--- config.mk ---
export PLATFORM = sky130hd
export DESIGN_NAME = sbl_boot_loader
export DESIGN_NICKNAME = d
export VERILOG_FILES = /design/src/sbl_pkg.sv /design/src/sbl_uart.sv /design/src/sbl_boot_loader.sv
export VERILOG_INCLUDE_DIRS = /design/src /design/src/src
export SDC_FILE = /design/constraint.sdc
export NUM_CORES = 1
export LEC_CHECK = 0
export BUFFER_PORTS_ARGS = -buffer_cell sky130_fd_sc_hd__buf_4
export CORE_MARGIN = 5
export CORE_UTILIZATION = 58
export DETAILED_ROUTE_END_ITERATION = 12
export HOLD_SLACK_MARGIN = 0.06
export PLACE_DENSITY = 0.81
export SETUP_SLACK_MARGIN = 0.4
export SLEW_MARGIN = 10
export SYNTH_ARGS = -nofsm -noshare
export SYNTH_HDL_FRONTEND = slang
export SYNTH_SLANG_ARGS = --single-unit
--- constraint.sdc ---
create_clock -name clk -period 3.8 [get_ports clk]
set_clock_uncertainty 0.1 [all_clocks]
set_input_delay 0.19 -clock clk [delete_from_list [all_inputs] [get_ports clk]]
set_output_delay 0.19 -clock clk [all_outputs]
set_load 0.005 [all_outputs]
--- src/sbl_map.svh ---
// Constants of the serial boot loader: offsets, field positions, reset values, timings.
// Assumes a 250 MHz core clock; included by bare name from the design files.
`ifndef SBL_MAP_SVH
`define SBL_MAP_SVH

`define SBL_CLK_PERIOD_PS 4000
`define SBL_INIT_TIME_US 1000
`define SBL_TXDRV_TIME_US 1300
// Least times, rounded up to whole cycles
`define SBL_INIT_CYCLES ((`SBL_INIT_TIME_US * 1000000 + `SBL_CLK_PERIOD_PS - 1) / `SBL_CLK_PERIOD_PS)
`define SBL_TXDRV_CYCLES ((`SBL_TXDRV_TIME_US * 1000000 + `SBL_CLK_PERIOD_PS - 1) / `SBL_CLK_PERIOD_PS)

`define SBL_MEAS_PRESCALE 2'h3
`define SBL_MEAS_OFFSET 16'h0024
`define SBL_MEAS_DIVISOR 16'h0048
`define SBL_BAUD_MULT 5

`define SBL_SYSTEM_CONFIG_WORD_BOOT 16'h0400
`define SBL_SYSTEM_CONFIG_WORD_BYTE_HIGH_DISABLE_BIT 9
`define SBL_BUSCON_ACTIVE_BIT 10
`define SBL_BUSCON_LATCH_BIT 9
`define SBL_BUSCON_TYPE_LSB 6
`define SBL_SERCON_BOOT 16'h8011
`define SBL_RAM_BASE 16'hFA40
`define SBL_LOAD_BYTES 6'h20
`define SBL_FLASH_LO 24'h01_0000
`define SBL_FLASH_HI 24'h08_FFFF

`define SBL_REG_STATUS 2'h0
`define SBL_REG_BAUD 2'h1
`define SBL_REG_CTRL 2'h2
`define SBL_CTRL_REARM_BIT 0

`endif

--- src/sbl_pkg.sv ---
// Types shared by the serial boot loader modules.
// Assumes sbl_map.svh holds the numeric constants.
package sbl_pkg;
    typedef enum logic [3:0] {
        ST_STRAP,
        ST_NORMAL,
        ST_INIT,
        ST_HUNT,
        ST_ARMED,
        ST_MEASURE,
        ST_DIVIDE,
        ST_TXWAIT,
        ST_ACK,
        ST_ACKWAIT,
        ST_LOAD,
        ST_RUN,
        ST_FAIL
    } sbl_state_t;

    typedef struct packed {
        logic [15:0] addr;
        logic [7:0] data;
    } sbl_wr_t;
endpackage

--- src/sbl_uart.sv ---
// Asynchronous serial channel: 8N1 receiver and transmitter, bit time 32*(reload+1) clocks.
// Assumes rx is synchronous to clk; the receiver holds a byte until it is taken or the next byte overwrites it.
`include "sbl_map.svh"
module sbl_uart (
    input wire logic clk,
    input wire logic rst_n,
    input wire logic enable,
    input wire logic [12:0] reload,
    input wire logic rx,
    input wire logic rx_ready,
    output logic rx_valid,
    output logic [7:0] rx_byte,
    input wire logic tx_start,
    input wire logic [7:0] tx_byte,
    output logic tx,
    output logic tx_busy
);
    logic [17:0] period;
    logic [17:0] rx_cnt_q;
    logic [3:0] rx_bit_q;
    logic rx_act_q;
    logic [7:0] rx_sh_q;
    logic [17:0] tx_cnt_q;
    logic [3:0] tx_bit_q;
    logic [9:0] tx_sh_q;

    assign period = {5'h00, reload} << `SBL_BAUD_MULT;

    // Receiver: half a bit to the start centre, then whole bits
    always_ff @(posedge clk or negedge rst_n) begin
        if (!rst_n) begin
            rx_act_q <= 1'b0;
            rx_cnt_q <= 18'h0_0000;
            rx_bit_q <= 4'h0;
            rx_sh_q <= 8'h00;
            rx_valid <= 1'b0;
            rx_byte <= 8'h00;
        end else begin
            if (rx_valid && rx_ready) begin
                rx_valid <= 1'b0;
            end
            if (!enable) begin
                rx_act_q <= 1'b0;
            end else if (!rx_act_q) begin
                if (!rx) begin
                    rx_act_q <= 1'b1;
                    rx_bit_q <= 4'h0;
                    rx_cnt_q <= (period + 18'h0_0020) >> 1;
                end
            end else if (rx_cnt_q > 18'h0_0001) begin
                rx_cnt_q <= rx_cnt_q - 18'h0_0001;
            end else begin
                rx_cnt_q <= period + 18'h0_0020;
                rx_bit_q <= rx_bit_q + 4'h1;
                if (rx_bit_q == 4'h0) begin
                    // Glitch, not a start bit
                    if (rx) begin
                        rx_act_q <= 1'b0;
                    end
                end else if (rx_bit_q < 4'h9) begin
                    rx_sh_q <= {rx, rx_sh_q[7:1]};
                end else begin
                    rx_act_q <= 1'b0;
                    // A byte not yet taken is overwritten
                    if (rx) begin
                        rx_valid <= 1'b1;
                        rx_byte <= rx_sh_q;
                    end
                end
            end
        end
    end

    // Transmitter: start, eight data bits LSB first, stop
    always_ff @(posedge clk or negedge rst_n) begin
        if (!rst_n) begin
            tx_cnt_q <= 18'h0_0000;
            tx_bit_q <= 4'h0;
            tx_sh_q <= 10'h3FF;
            tx <= 1'b1;
            tx_busy <= 1'b0;
        end else if (!tx_busy) begin
            if (enable && tx_start) begin
                tx_sh_q <= {1'b1, tx_byte, 1'b0};
                tx_bit_q <= 4'h0;
                tx_cnt_q <= period + 18'h0_0020;
                tx <= 1'b0;
                tx_busy <= 1'b1;
            end
        end else if (tx_cnt_q > 18'h0_0001) begin
            tx_cnt_q <= tx_cnt_q - 18'h0_0001;
        end else if (tx_bit_q == 4'h9) begin
            tx_busy <= 1'b0;
            tx <= 1'b1;
        end else begin
            tx_cnt_q <= period + 18'h0_0020;
            tx_bit_q <= tx_bit_q + 4'h1;
            tx <= tx_sh_q[tx_bit_q + 4'h1];
        end
    end
endmodule

--- src/sbl_boot_loader.sv ---
// Serial boot loader: strap capture, zero-byte baud measurement, acknowledge, 32-byte load.
// Assumes all inputs synchronous to clk; RAM writes go through a two-entry buffer.
//
// Decided for this implementation: the address map and the plain strobed port.
`include "sbl_map.svh"
// Contract
// - Boot mode when select pin low at reset
// - Measure zero byte, set channel, drive transmit
// - Timer is 9/4 fcpu/baud; reload (T-36)/72
// - Baud equals fcpu over 32*(reload+1)
// - Return one fixed acknowledge byte
// - Transmit pin driven only after delay
// - Watchdog disabled in boot mode
// - Config word 0400h, byte disable from strap
// - Bus config from access pin and straps
// - Serial control 8011h, baud, pin latch, direction
// - Store 32 bytes from FA40 through FA5F
// - Then branch to FA40, stay in boot
// - Redirect code fetches from flash range
module sbl_boot_loader #(
    parameter int unsigned INIT_CYCLES = `SBL_INIT_CYCLES,
    parameter int unsigned TXDRV_CYCLES = `SBL_TXDRV_CYCLES,
    parameter logic [7:0] ACK_BYTE = 8'hA5 // Arbitrary value
) (
    input wire logic clk,
    input wire logic rst_n,
    input wire logic boot_select_pin,
    input wire logic external_access_pin,
    input wire logic strap_bus_8bit,
    input wire logic [1:0] strap_bus_type,
    input wire logic boot_serial_rx,
    output logic boot_serial_tx_o,
    output logic boot_serial_tx_oe,
    output logic boot_loader_mode,
    output logic watchdog_disable,
    output logic [15:0] system_config_word,
    output logic [15:0] bus_config_zero,
    output logic [15:0] serial_control_reg,
    output logic [12:0] baud_generator_reg,
    output logic tx_pin_latch,
    output logic tx_pin_direction,
    output logic ram_wr_valid,
    output sbl_pkg::sbl_wr_t ram_wr,
    input wire logic ram_wr_ready,
    output logic cpu_jump,
    output logic [15:0] cpu_jump_addr,
    input wire logic [23:0] fetch_addr,
    input wire logic fetch_is_code,
    output logic fetch_redirect,
    input wire logic [1:0] reg_addr,
    input wire logic [15:0] reg_wdata,
    input wire logic reg_wr,
    input wire logic reg_rd,
    output logic [15:0] reg_rdata
);
    sbl_pkg::sbl_state_t state_q;
    logic [18:0] delay_q;
    logic [1:0] presc_q;
    logic [15:0] timer_q;
    logic [15:0] rem_q;
    logic [12:0] quot_q;
    logic fail_q;
    logic uart_en_q;
    logic [5:0] rx_count_q;
    logic rearm;
    logic uart_rx_valid;
    logic [7:0] uart_rx_byte;
    logic uart_tx;
    logic uart_tx_busy;
    logic ack_start_q;
    logic fifo_in_ready;
    logic push;
    logic pop;
    logic [1:0] count_q;
    sbl_pkg::sbl_wr_t entry1_q;
    sbl_pkg::sbl_wr_t push_entry;

    function automatic logic in_flash(input logic [23:0] a);
        in_flash = (a >= `SBL_FLASH_LO) && (a <= `SBL_FLASH_HI);
    endfunction

    assign rearm = reg_wr && (reg_addr == `SBL_REG_CTRL) && reg_wdata[`SBL_CTRL_REARM_BIT];
    assign fifo_in_ready = (count_q != 2'h2) && (state_q == sbl_pkg::ST_LOAD)
        && (rx_count_q != `SBL_LOAD_BYTES);
    assign push = uart_rx_valid && fifo_in_ready;
    assign pop = ram_wr_valid && ram_wr_ready;
    assign push_entry.addr = `SBL_RAM_BASE + {10'h000, rx_count_q};
    assign push_entry.data = uart_rx_byte;

    sbl_uart u_uart (
        .clk(clk),
        .rst_n(rst_n),
        .enable(uart_en_q),
        .reload(baud_generator_reg),
        .rx(boot_serial_rx),
        .rx_ready(fifo_in_ready),
        .rx_valid(uart_rx_valid),
        .rx_byte(uart_rx_byte),
        .tx_start(ack_start_q),
        .tx_byte(ACK_BYTE),
        .tx(uart_tx),
        .tx_busy(uart_tx_busy)
    );

    // Sequencer
    always_ff @(posedge clk or negedge rst_n) begin
        if (!rst_n) begin
            state_q <= sbl_pkg::ST_STRAP;
            delay_q <= 19'h0_0000;
            presc_q <= 2'h0;
            timer_q <= 16'h0000;
            rem_q <= 16'h0000;
            quot_q <= 13'h0000;
            ack_start_q <= 1'b0;
            rx_count_q <= 6'h00;
            cpu_jump <= 1'b0;
        end else begin
            ack_start_q <= 1'b0;
            cpu_jump <= 1'b0;
            if (push) begin
                rx_count_q <= rx_count_q + 6'h01;
            end
            if (rearm && boot_loader_mode) begin
                // Software restart of the measurement
                state_q <= sbl_pkg::ST_HUNT;
                rx_count_q <= 6'h00;
            end else begin
                case (state_q)
                    sbl_pkg::ST_STRAP: begin
                        // Strap is caught on the first edge after reset release
                        if (!boot_select_pin) begin
                            state_q <= sbl_pkg::ST_INIT;
                        end else begin
                            state_q <= sbl_pkg::ST_NORMAL;
                        end
                        delay_q <= 19'h0_0000;
                    end
                    sbl_pkg::ST_INIT: begin
                        // Host stays quiet meanwhile; a byte now is not measured
                        if (delay_q == 19'(INIT_CYCLES - 1)) begin
                            state_q <= sbl_pkg::ST_HUNT;
                        end else begin
                            delay_q <= delay_q + 19'h0_0001;
                        end
                    end
                    sbl_pkg::ST_HUNT: begin
                        if (boot_serial_rx) begin
                            state_q <= sbl_pkg::ST_ARMED;
                        end
                    end
                    sbl_pkg::ST_ARMED: begin
                        if (!boot_serial_rx) begin
                            state_q <= sbl_pkg::ST_MEASURE;
                            presc_q <= 2'h1;
                            timer_q <= 16'h0000;
                        end
                    end
                    sbl_pkg::ST_MEASURE: begin
                        // Timer runs at a quarter of the clock over nine low bits
                        presc_q <= presc_q + 2'h1;
                        if (boot_serial_rx) begin
                            state_q <= sbl_pkg::ST_DIVIDE;
                            rem_q <= (timer_q > `SBL_MEAS_OFFSET) ?
                                timer_q - `SBL_MEAS_OFFSET : 16'h0000;
                            quot_q <= 13'h0000;
                        end else if (presc_q == `SBL_MEAS_PRESCALE) begin
                            if (timer_q == 16'hFFFF) begin
                                // Baud too low for the 16-bit timer
                                state_q <= sbl_pkg::ST_FAIL;
                            end else begin
                                timer_q <= timer_q + 16'h0001;
                            end
                        end
                    end
                    sbl_pkg::ST_DIVIDE: begin
                        // Repeated subtraction; at most 909 steps
                        if (rem_q >= `SBL_MEAS_DIVISOR) begin
                            rem_q <= rem_q - `SBL_MEAS_DIVISOR;
                            quot_q <= quot_q + 13'h0001;
                        end else begin
                            state_q <= sbl_pkg::ST_TXWAIT;
                            delay_q <= 19'h0_0000;
                        end
                    end
                    sbl_pkg::ST_TXWAIT: begin
                        if (delay_q == 19'(TXDRV_CYCLES - 1)) begin
                            state_q <= sbl_pkg::ST_ACK;
                        end else begin
                            delay_q <= delay_q + 19'h0_0001;
                        end
                    end
                    sbl_pkg::ST_ACK: begin
                        ack_start_q <= 1'b1;
                        state_q <= sbl_pkg::ST_ACKWAIT;
                    end
                    sbl_pkg::ST_ACKWAIT: begin
                        if (!ack_start_q && !uart_tx_busy) begin
                            state_q <= sbl_pkg::ST_LOAD;
                            rx_count_q <= 6'h00;
                        end
                    end
                    sbl_pkg::ST_LOAD: begin
                        // Jump only when the last byte has left the buffer
                        if (rx_count_q == `SBL_LOAD_BYTES && count_q == 2'h0) begin
                            state_q <= sbl_pkg::ST_RUN;
                            cpu_jump <= 1'b1;
                        end
                    end
                    sbl_pkg::ST_RUN, sbl_pkg::ST_NORMAL, sbl_pkg::ST_FAIL: begin
                        state_q <= state_q;
                    end
                    default: begin
                        state_q <= sbl_pkg::ST_STRAP;
                    end
                endcase
            end
        end
    end

    // Mode and configuration words, set from the straps at entry
    always_ff @(posedge clk or negedge rst_n) begin
        if (!rst_n) begin
            boot_loader_mode <= 1'b0;
            watchdog_disable <= 1'b0;
            system_config_word <= 16'h0000;
            bus_config_zero <= 16'h0000;
        end else if (state_q == sbl_pkg::ST_STRAP && !boot_select_pin) begin
            boot_loader_mode <= 1'b1;
            watchdog_disable <= 1'b1;
            system_config_word <= `SBL_SYSTEM_CONFIG_WORD_BOOT
                | ({15'h0000, strap_bus_8bit} << `SBL_SYSTEM_CONFIG_WORD_BYTE_HIGH_DISABLE_BIT);
            if (external_access_pin) begin
                bus_config_zero <= 16'h0000;
            end else begin
                bus_config_zero <= (16'h0001 << `SBL_BUSCON_ACTIVE_BIT)
                    | (16'h0001 << `SBL_BUSCON_LATCH_BIT)
                    | ({14'h0000, strap_bus_type} << `SBL_BUSCON_TYPE_LSB);
            end
        end
    end

    // Serial channel setup after measurement
    always_ff @(posedge clk or negedge rst_n) begin
        if (!rst_n) begin
            uart_en_q <= 1'b0;
            serial_control_reg <= 16'h0000;
            baud_generator_reg <= 13'h0000;
            tx_pin_latch <= 1'b0;
            tx_pin_direction <= 1'b0;
        end else if (state_q == sbl_pkg::ST_DIVIDE && rem_q < `SBL_MEAS_DIVISOR) begin
            uart_en_q <= 1'b1;
            serial_control_reg <= `SBL_SERCON_BOOT;
            baud_generator_reg <= quot_q;
            tx_pin_latch <= 1'b1;
            tx_pin_direction <= 1'b1;
        end
    end

    // Pin stays released until the drive delay has run out
    always_ff @(posedge clk or negedge rst_n) begin
        if (!rst_n) begin
            boot_serial_tx_o <= 1'b1;
            boot_serial_tx_oe <= 1'b0;
        end else begin
            boot_serial_tx_o <= uart_tx;
            if (state_q == sbl_pkg::ST_TXWAIT && delay_q == 19'(TXDRV_CYCLES - 1)) begin
                boot_serial_tx_oe <= 1'b1;
            end
        end
    end

    // Two-entry buffer; head entry drives the RAM port directly
    always_ff @(posedge clk or negedge rst_n) begin
        if (!rst_n) begin
            count_q <= 2'h0;
            ram_wr_valid <= 1'b0;
            ram_wr <= '0;
            entry1_q <= '0;
        end else begin
            case ({push, pop})
                2'b10: begin
                    if (count_q == 2'h0) begin
                        ram_wr <= push_entry;
                    end else begin
                        entry1_q <= push_entry;
                    end
                    count_q <= count_q + 2'h1;
                    ram_wr_valid <= 1'b1;
                end
                2'b01: begin
                    ram_wr <= entry1_q;
                    count_q <= count_q - 2'h1;
                    ram_wr_valid <= (count_q == 2'h2);
                end
                2'b11: begin
                    if (count_q == 2'h1) begin
                        ram_wr <= push_entry;
                    end else begin
                        ram_wr <= entry1_q;
                        entry1_q <= push_entry;
                    end
                end
                default: begin
                    count_q <= count_q;
                end
            endcase
        end
    end

    // Overflow flag: set wins over a same-cycle clear
    always_ff @(posedge clk or negedge rst_n) begin
        if (!rst_n) begin
            fail_q <= 1'b0;
        end else if (state_q == sbl_pkg::ST_MEASURE && !boot_serial_rx
            && presc_q == `SBL_MEAS_PRESCALE && timer_q == 16'hFFFF) begin
            fail_q <= 1'b1;
        end else if (rearm) begin
            fail_q <= 1'b0;
        end
    end

    // Jump target and code fetch redirection
    always_ff @(posedge clk or negedge rst_n) begin
        if (!rst_n) begin
            cpu_jump_addr <= 16'h0000;
            fetch_redirect <= 1'b0;
        end else begin
            cpu_jump_addr <= `SBL_RAM_BASE;
            // Data reads are never redirected
            fetch_redirect <= boot_loader_mode && fetch_is_code && in_flash(fetch_addr);
        end
    end

    // Register read port
    always_ff @(posedge clk or negedge rst_n) begin
        if (!rst_n) begin
            reg_rdata <= 16'h0000;
        end else if (reg_rd) begin
            case (reg_addr)
                `SBL_REG_STATUS: begin
                    reg_rdata <= {boot_loader_mode, fail_q, uart_en_q, boot_serial_tx_oe,
                        2'b00, rx_count_q, state_q};
                end
                `SBL_REG_BAUD: begin
                    reg_rdata <= {3'b000, baud_generator_reg};
                end
                `SBL_REG_CTRL: begin
                    reg_rdata <= 16'h0000;
                end
                default: begin
                    reg_rdata <= 16'h0000;
                end
            endcase
        end else begin
            reg_rdata <= 16'h0000;
        end
    end
endmodule

# Word level (Yosys, flattened, before mapping)
# Cells that the tools add are included.
# Widths: inputs -> output; s select.
# totals
register_bits	253
input_bits	54
out_inout_bits	126
elab_cells	262
# op_classes
addsub	15
n_lt_le_gt_ge	9
n_eq_ne	54
n_mux	90
bitwise	5
reduce_logical	51
# ops
operator	n
$mux 16	8
$mux 18	7
$mux 24	4
$pmux 16 s2	3
$pmux 19 s4	1
$mux 4	18
$pmux 24 s3	1
$mux 19	3
$pmux 24 s2	1
$pmux 4 s11	1
$gt 18x1->1 const B	2
$sub 18x1->18 const B	2
$ne 2x2->1 const B	16
$mux 1	29
$mux 13	2
$pmux 13 s2	1
$eq 4x4->1 const B	6
$ge 24x17->1 const B	1
$le 24x20->1 const B	1
$mux 6	4
$add 19x1->19 const B	1
$eq 19x18->1 const B	1
$eq 19x19->1 const B	1
$logic_and 1x1->1	19
47 further kinds	91

# Logic depth before layout (Yosys ltp)
# depth
ltp_word	11
depth_mapped	11
ltp_nobuf	10

# Hierarchy
# Synthesis repeated with hierarchy kept, for this count alone.
# unflattened
hier_cells	1284
hier_area_um2	12290.5
# by_module_without_submodules
module	n_inst	cells_per_inst	area_per_inst_um2	seq_area_each_um2
sbl_boot_loader	1	836	8039.0	3704.8
sbl_uart	1	448	4251.6	1839.3

# Least setup slack after synthesis
# Ideal clock, no wire load.
# synth_path
kind	register -> register
startpoint	register rx_count_q[0]
endpoint	register entry1_q[10] (netlist bit)
setup_ps	125
t_arrival_ps	2584
required_ps	3575
setup_slack_ps	992
stages_incl_launch_ff	11
n_path_buf	1
synth_period_minus_slack_ps	2808
path_cell_list	dfrtp_1 > inv_1 > ha_1 > nand4bb_1 > nor2_1 > nor4b_2 > ha_1 > nand2_1 > o211ai_1 > clkbuf_1 > mux2_2
# synth_via
elab_chain_cells	6
word_cells_on_any_way	13
cone_classes	add/sub (1); eq/ne (5); mux (3); reduce/logical (4)
# synth_lines
item	line	rtl
start, declared	sbl_boot_loader.sv:64	logic [5:0] rx_count_q;
start signal, assigned	sbl_boot_loader.sv:121	rx_count_q <= rx_count_q + 6'h01;
branches (longest 6 deep; another with $add 12x7->13)	-	
end signal, assigned	sbl_boot_loader.sv:285	entry1_q <= push_entry;
end signal, assigned	sbl_boot_loader.sv:300	entry1_q <= push_entry;
end, declared	sbl_boot_loader.sv:75	sbl_pkg::sbl_wr_t entry1_q;
# Several ways; the timed one is not identified. The select of a mux whose other input is x is not followed.
# A chain may end at the register's enable or synchronous reset.

# Worst setup path after layout
# layout_path
startpoint	register u_uart.rx_cnt_q[9]
endpoint	register u_uart.rx_byte[0]
# layout_via
elab_chain_cells	3
# layout_lines
item	line	rtl
start, declared	sbl_uart.sv:19	logic [17:0] rx_cnt_q;
start signal, assigned	sbl_uart.sv:48	rx_cnt_q <= (period + 18'h0_0020) >> 1;
start signal, assigned	sbl_uart.sv:51	rx_cnt_q <= rx_cnt_q - 18'h0_0001;
start signal, assigned	sbl_uart.sv:53	rx_cnt_q <= period + 18'h0_0020;
$gt 18x1->1	sbl_uart.sv:50	end else if (rx_cnt_q > 18'h0_0001) begin
$not 1->1 (no source line)	-	
$reduce_and 6->1 (no source line)	-	
end signal, assigned	sbl_uart.sv:67	rx_byte <= rx_sh_q;
end, declared	sbl_uart.sv:12	output logic [7:0] rx_byte,
# No other way between the ends.

==> summary.md <==
| Metric | Value |
|---|---|
| Worst skew pair latency | `0.51 ns` |
| CP Max Fanout | `12` |
| Num rows | `52` |
| Root Buffer Master | `clkbuf_16` |
| Die H | `154 um` |
| Cts bufs inserted | `23` |
| Clk buf depth | `3` |
| Drt total wl | `28.4 mm` |
| Final core occ | `66.6%` |
| Final setup viols | `0` |
| Worst Hold End | `fail_q$_DFFE_PN0P_` |
| Biggest register | `delay_q` |
| RSZ-0062 raised after global routing | `no` |
| Setup_tns | `0 ns` |
| Status | `finished, final reports clean` |
| Maxcap violations | `0` |
| Layout Area Growth over Synthesis | `13.0%` |
| Largest registers | `delay_q (19), u_uart.rx_cnt_q (18), u_uart.tx_cnt_q (18)` |
| Crit Path Category | `register to register` |
| Register area share after synthesis | `44.6%` |
| Input/output buffers | `97` |
| Reg-to-Reg End | `u_uart.rx_byte[0]$_DFFE_PN0P_` |
| First-pass iteration count of the detailed router | `5` |
| CTS H-Tree Depth | `1` |
| Max reg flops | `19` |
| Final Hold Violating Endpoints | `0` |
| Total I/O pin count | `180` |
| Commonest register cell after synthesis | `dfrtp_1` |
| Post-DRT Antenna Nets | `0` |
| CP peak stage delay | `0.68 ns` |
| Vias per cell | `5.98` |
| Top cell type's share of synthesized area | `43.9%` |
| Wire length per cell | `17.2 um` |
| Worst r2r path cells | `5` |
| Hold_sp | `reg_wr` |
| Max Slew Vio Count | `0` |
| Vias in the first global route | `9441` |
| Type of origin of the critical path | `register` |
| Final Cycle Share | `84.0%` |
| Reg2reg setup slack | `0.61 ns` |
| Area of the core | `0.0203 mm^2` |
| Max VDD drop | `0.471 mV` |
| Top post-synthesis cells by area | `dfrtp_1 44%, buf_4 4.5%, nor2_1 4.0%, o21ai_0 4.0%, mux2_2 3.7%` |
| Cell Pwr Density | `588 mW/mm^2` |
| CTS tree | `yes` |
| Ys Warns | `0` |
| Antenna violations before repair | `0` |
| CP cell instances | `or4_4, or4_1, nand2b_4, nor4_4, mux2_2` |
| Avg Inst Size Synth | `9.31 um^2` |
| WP buf/inv | `0` |
| Ant. Diodes | `0` |
| Static leakage | `6.18 nW` |
| Die X | `154 um` |
| First-pass GRT wire length | `47.2 mm` |
| Critical path data required time | `4.10 ns` |
| Initial Utilization | `59.0%` |
| RR Startpoint | `u_uart.rx_cnt_q[9]$_DFFE_PN0P_` |
| Worst slew margin | `39.3%` |
| Setup Buffers After CTS | `0` |
| Hold Path Depth | `4` |
| Share of layout cells above drive strength 1 | `16.1%` |
| Worst hold path class | `primary input to register` |
| Worst-Margin Slew | `0.903 ns` |
| Residual DRC | `0` |
| Critical Path End Type | `register` |
| Final #Nets | `1440` |
| Area of the mapped netlist | `0.0120 mm^2` |
| FMAX | `313 MHz` |
| Yosys reg bits | `213` |
| Delay-heaviest family, CP | `simple AND/OR/NAND/NOR gates` |
| Synth area leader | `dfrtp_1` |
| Worst EP arrival | `3.49 ns` |
| Largest net degree at the start of global routing | `105` |
| Congestion Overflow GR | `0` |
| CP Depth | `5` |
| Clock sink count | `213` |
| Synth async-reset ratio | `100%` |
| Post-synth EDFFs | `0` |
| Tmin final | `3.19 ns` |
| DR iter-0 viols | `682` |
| Die Area | `0.0236 mm^2` |
| Synth cell types | `86` |
| GRT Util Overall | `23.4%` |
| CP max stage cell | `nor4_4` |
| Reg clk slew, reported paths | `0.06 ns` |
| Final estimated routing congestion in global placement | `0.885` |
| Vias | `9850` |
| Cells after synthesis | `1286` |
| Hpwl dp | `19.6 mm` |
[how the worst max path moves through the flow]
stage                                          endpoint                           start
after floorplan                entry1_q[10]$_DFFE_PN0P_         rx_count_q[0]$_DFF_PN0_
after global placement    u_uart.rx_byte[5]$_DFFE_PN0P_  u_uart.rx_cnt_q[8]$_DFFE_PN0P_
after detailed placement  u_uart.rx_byte[4]$_DFFE_PN0P_  u_uart.rx_cnt_q[6]$_DFFE_PN0P_
after CTS                 u_uart.rx_byte[4]$_DFFE_PN0P_  u_uart.rx_cnt_q[8]$_DFFE_PN0P_
after global routing      u_uart.rx_byte[4]$_DFFE_PN0P_  u_uart.rx_cnt_q[6]$_DFFE_PN0P_
final                     u_uart.rx_byte[0]$_DFFE_PN0P_  u_uart.rx_cnt_q[9]$_DFFE_PN0P_
[placed cells by master (no fill, tap or decap), types with 7 or more instances in the layout]
| master | instances |
|---|---|
| nor4_1 | 23 |
| a21oi_1 | 62 |
| xor2_1 | 21 |
| a211oi_1 | 9 |
| nand2b_1 | 15 |
| a22oi_1 | 16 |
| clkbuf_8 | 7 |
| a22o_1 | 7 |
| xnor2_1 | 36 |
| nor2_1 | 128 |
| nand3_1 | 36 |
| o22ai_1 | 12 |
| dlygate4sd3_1 | 14 |
| nor3_1 | 38 |
| and3_1 | 15 |
| o221ai_1 | 7 |
| a31oi_1 | 9 |
| or2_2 | 7 |
| conb_1 | 52 |
| nand2_1 | 101 |
| nand4_1 | 16 |
| dfrtp_1 | 210 |
| o31ai_1 | 22 |
| nor2b_1 | 11 |
| buf_4 | 117 |
| inv_1 | 45 |
| mux2i_1 | 15 |
| ha_1 | 27 |
| o21ai_0 | 95 |
| mux2_2 | 39 |
| clkbuf_16 | 23 |
| or3_1 | 16 |
[cell type report]
type	instances	area (um^2)
Sequential cell	213	5330
Clock inverter	10	98.8
Clock buffer	32	669
Timing Repair Buffer	133	1050
Fill cell	1582	6770
Tap cell	270	338
Multi-Input combinational cell	942	5860
Inverter	46	173
[cells in the mapped netlist, drive strengths merged (27+ instances only)]
library cell / n
dfrtp: 210
nor2: 129
nand2: 101
o21ai: 99
buf: 86
a21oi: 63
clkbuf: 49
inv: 45
mux2: 39
nor3: 38
nand3: 36
xnor2: 36
ha: 27
[kinds of logic (layout without fill, tap and decap cells)]
family	Yosys count	count (layout)	synth area share, %
AO/OA/AOI/OAI	300	300	16.0
XOR/XNOR	57	57	4.17
adder cells (fa/ha/maj)	27	27	2.82
buffers and inverters	181	221	8.13
flip-flops	213	213	44.6
multiplexers	54	54	4.92
other	2	52	0.0627
AND/OR/NAND/NOR	452	452	19.3
[report_power, final]
| group | switching, mW | internal (mW) |
|---|---|---|
| clock | 0.939 | 1.31 |
| sequential | 0.519 | 2.71 |
| combinational | 1.41 | 1.06 |
[tightest hold or removal path, delay by kind of cell]
family / cells / cell delay (ns)
AND/OR/NAND/NOR: 3 / 0.43
buffers and inverters: 1 / 0.11
[per-layer routing]
| layer | up-vias | global-route usage, % | wire length, um |
|---|---|---|---|
| li1 | 4624 | - | - |
| met1 | 4801 | 32.6 | 12100 |
| met2 | 369 | 38.4 | 13600 |
| met3 | 56 | 3.99 | 2010 |
| met4 | 0 | 6.06 | 643 |
| met5 | - | 0 | 0 |
[timing repair]
item | in CTS | in global routing
hold buffers | 14 | 0
resized for setup | 0 | 1
endpoints found under the hold margin | 113 | 0
endpoints found under the setup margin | 0 | 6
[through the flow]
stage	setup slack, ns	cell area [um^2]	hold slack (ns)	instances	power (mW)
floorplan	0.992	12200	-0.206	1336	4.95
global placement	0.680	12600	0.246	1590	5.59
detailed placement	0.638	12600	0.243	1590	5.68
CTS	0.614	13500	0.119	1646	7.96
global route	0.516	13500	0.153	1646	8.45
finish	0.607	13500	0.157	1646	7.95
Power figures use the tool's default switching activity.
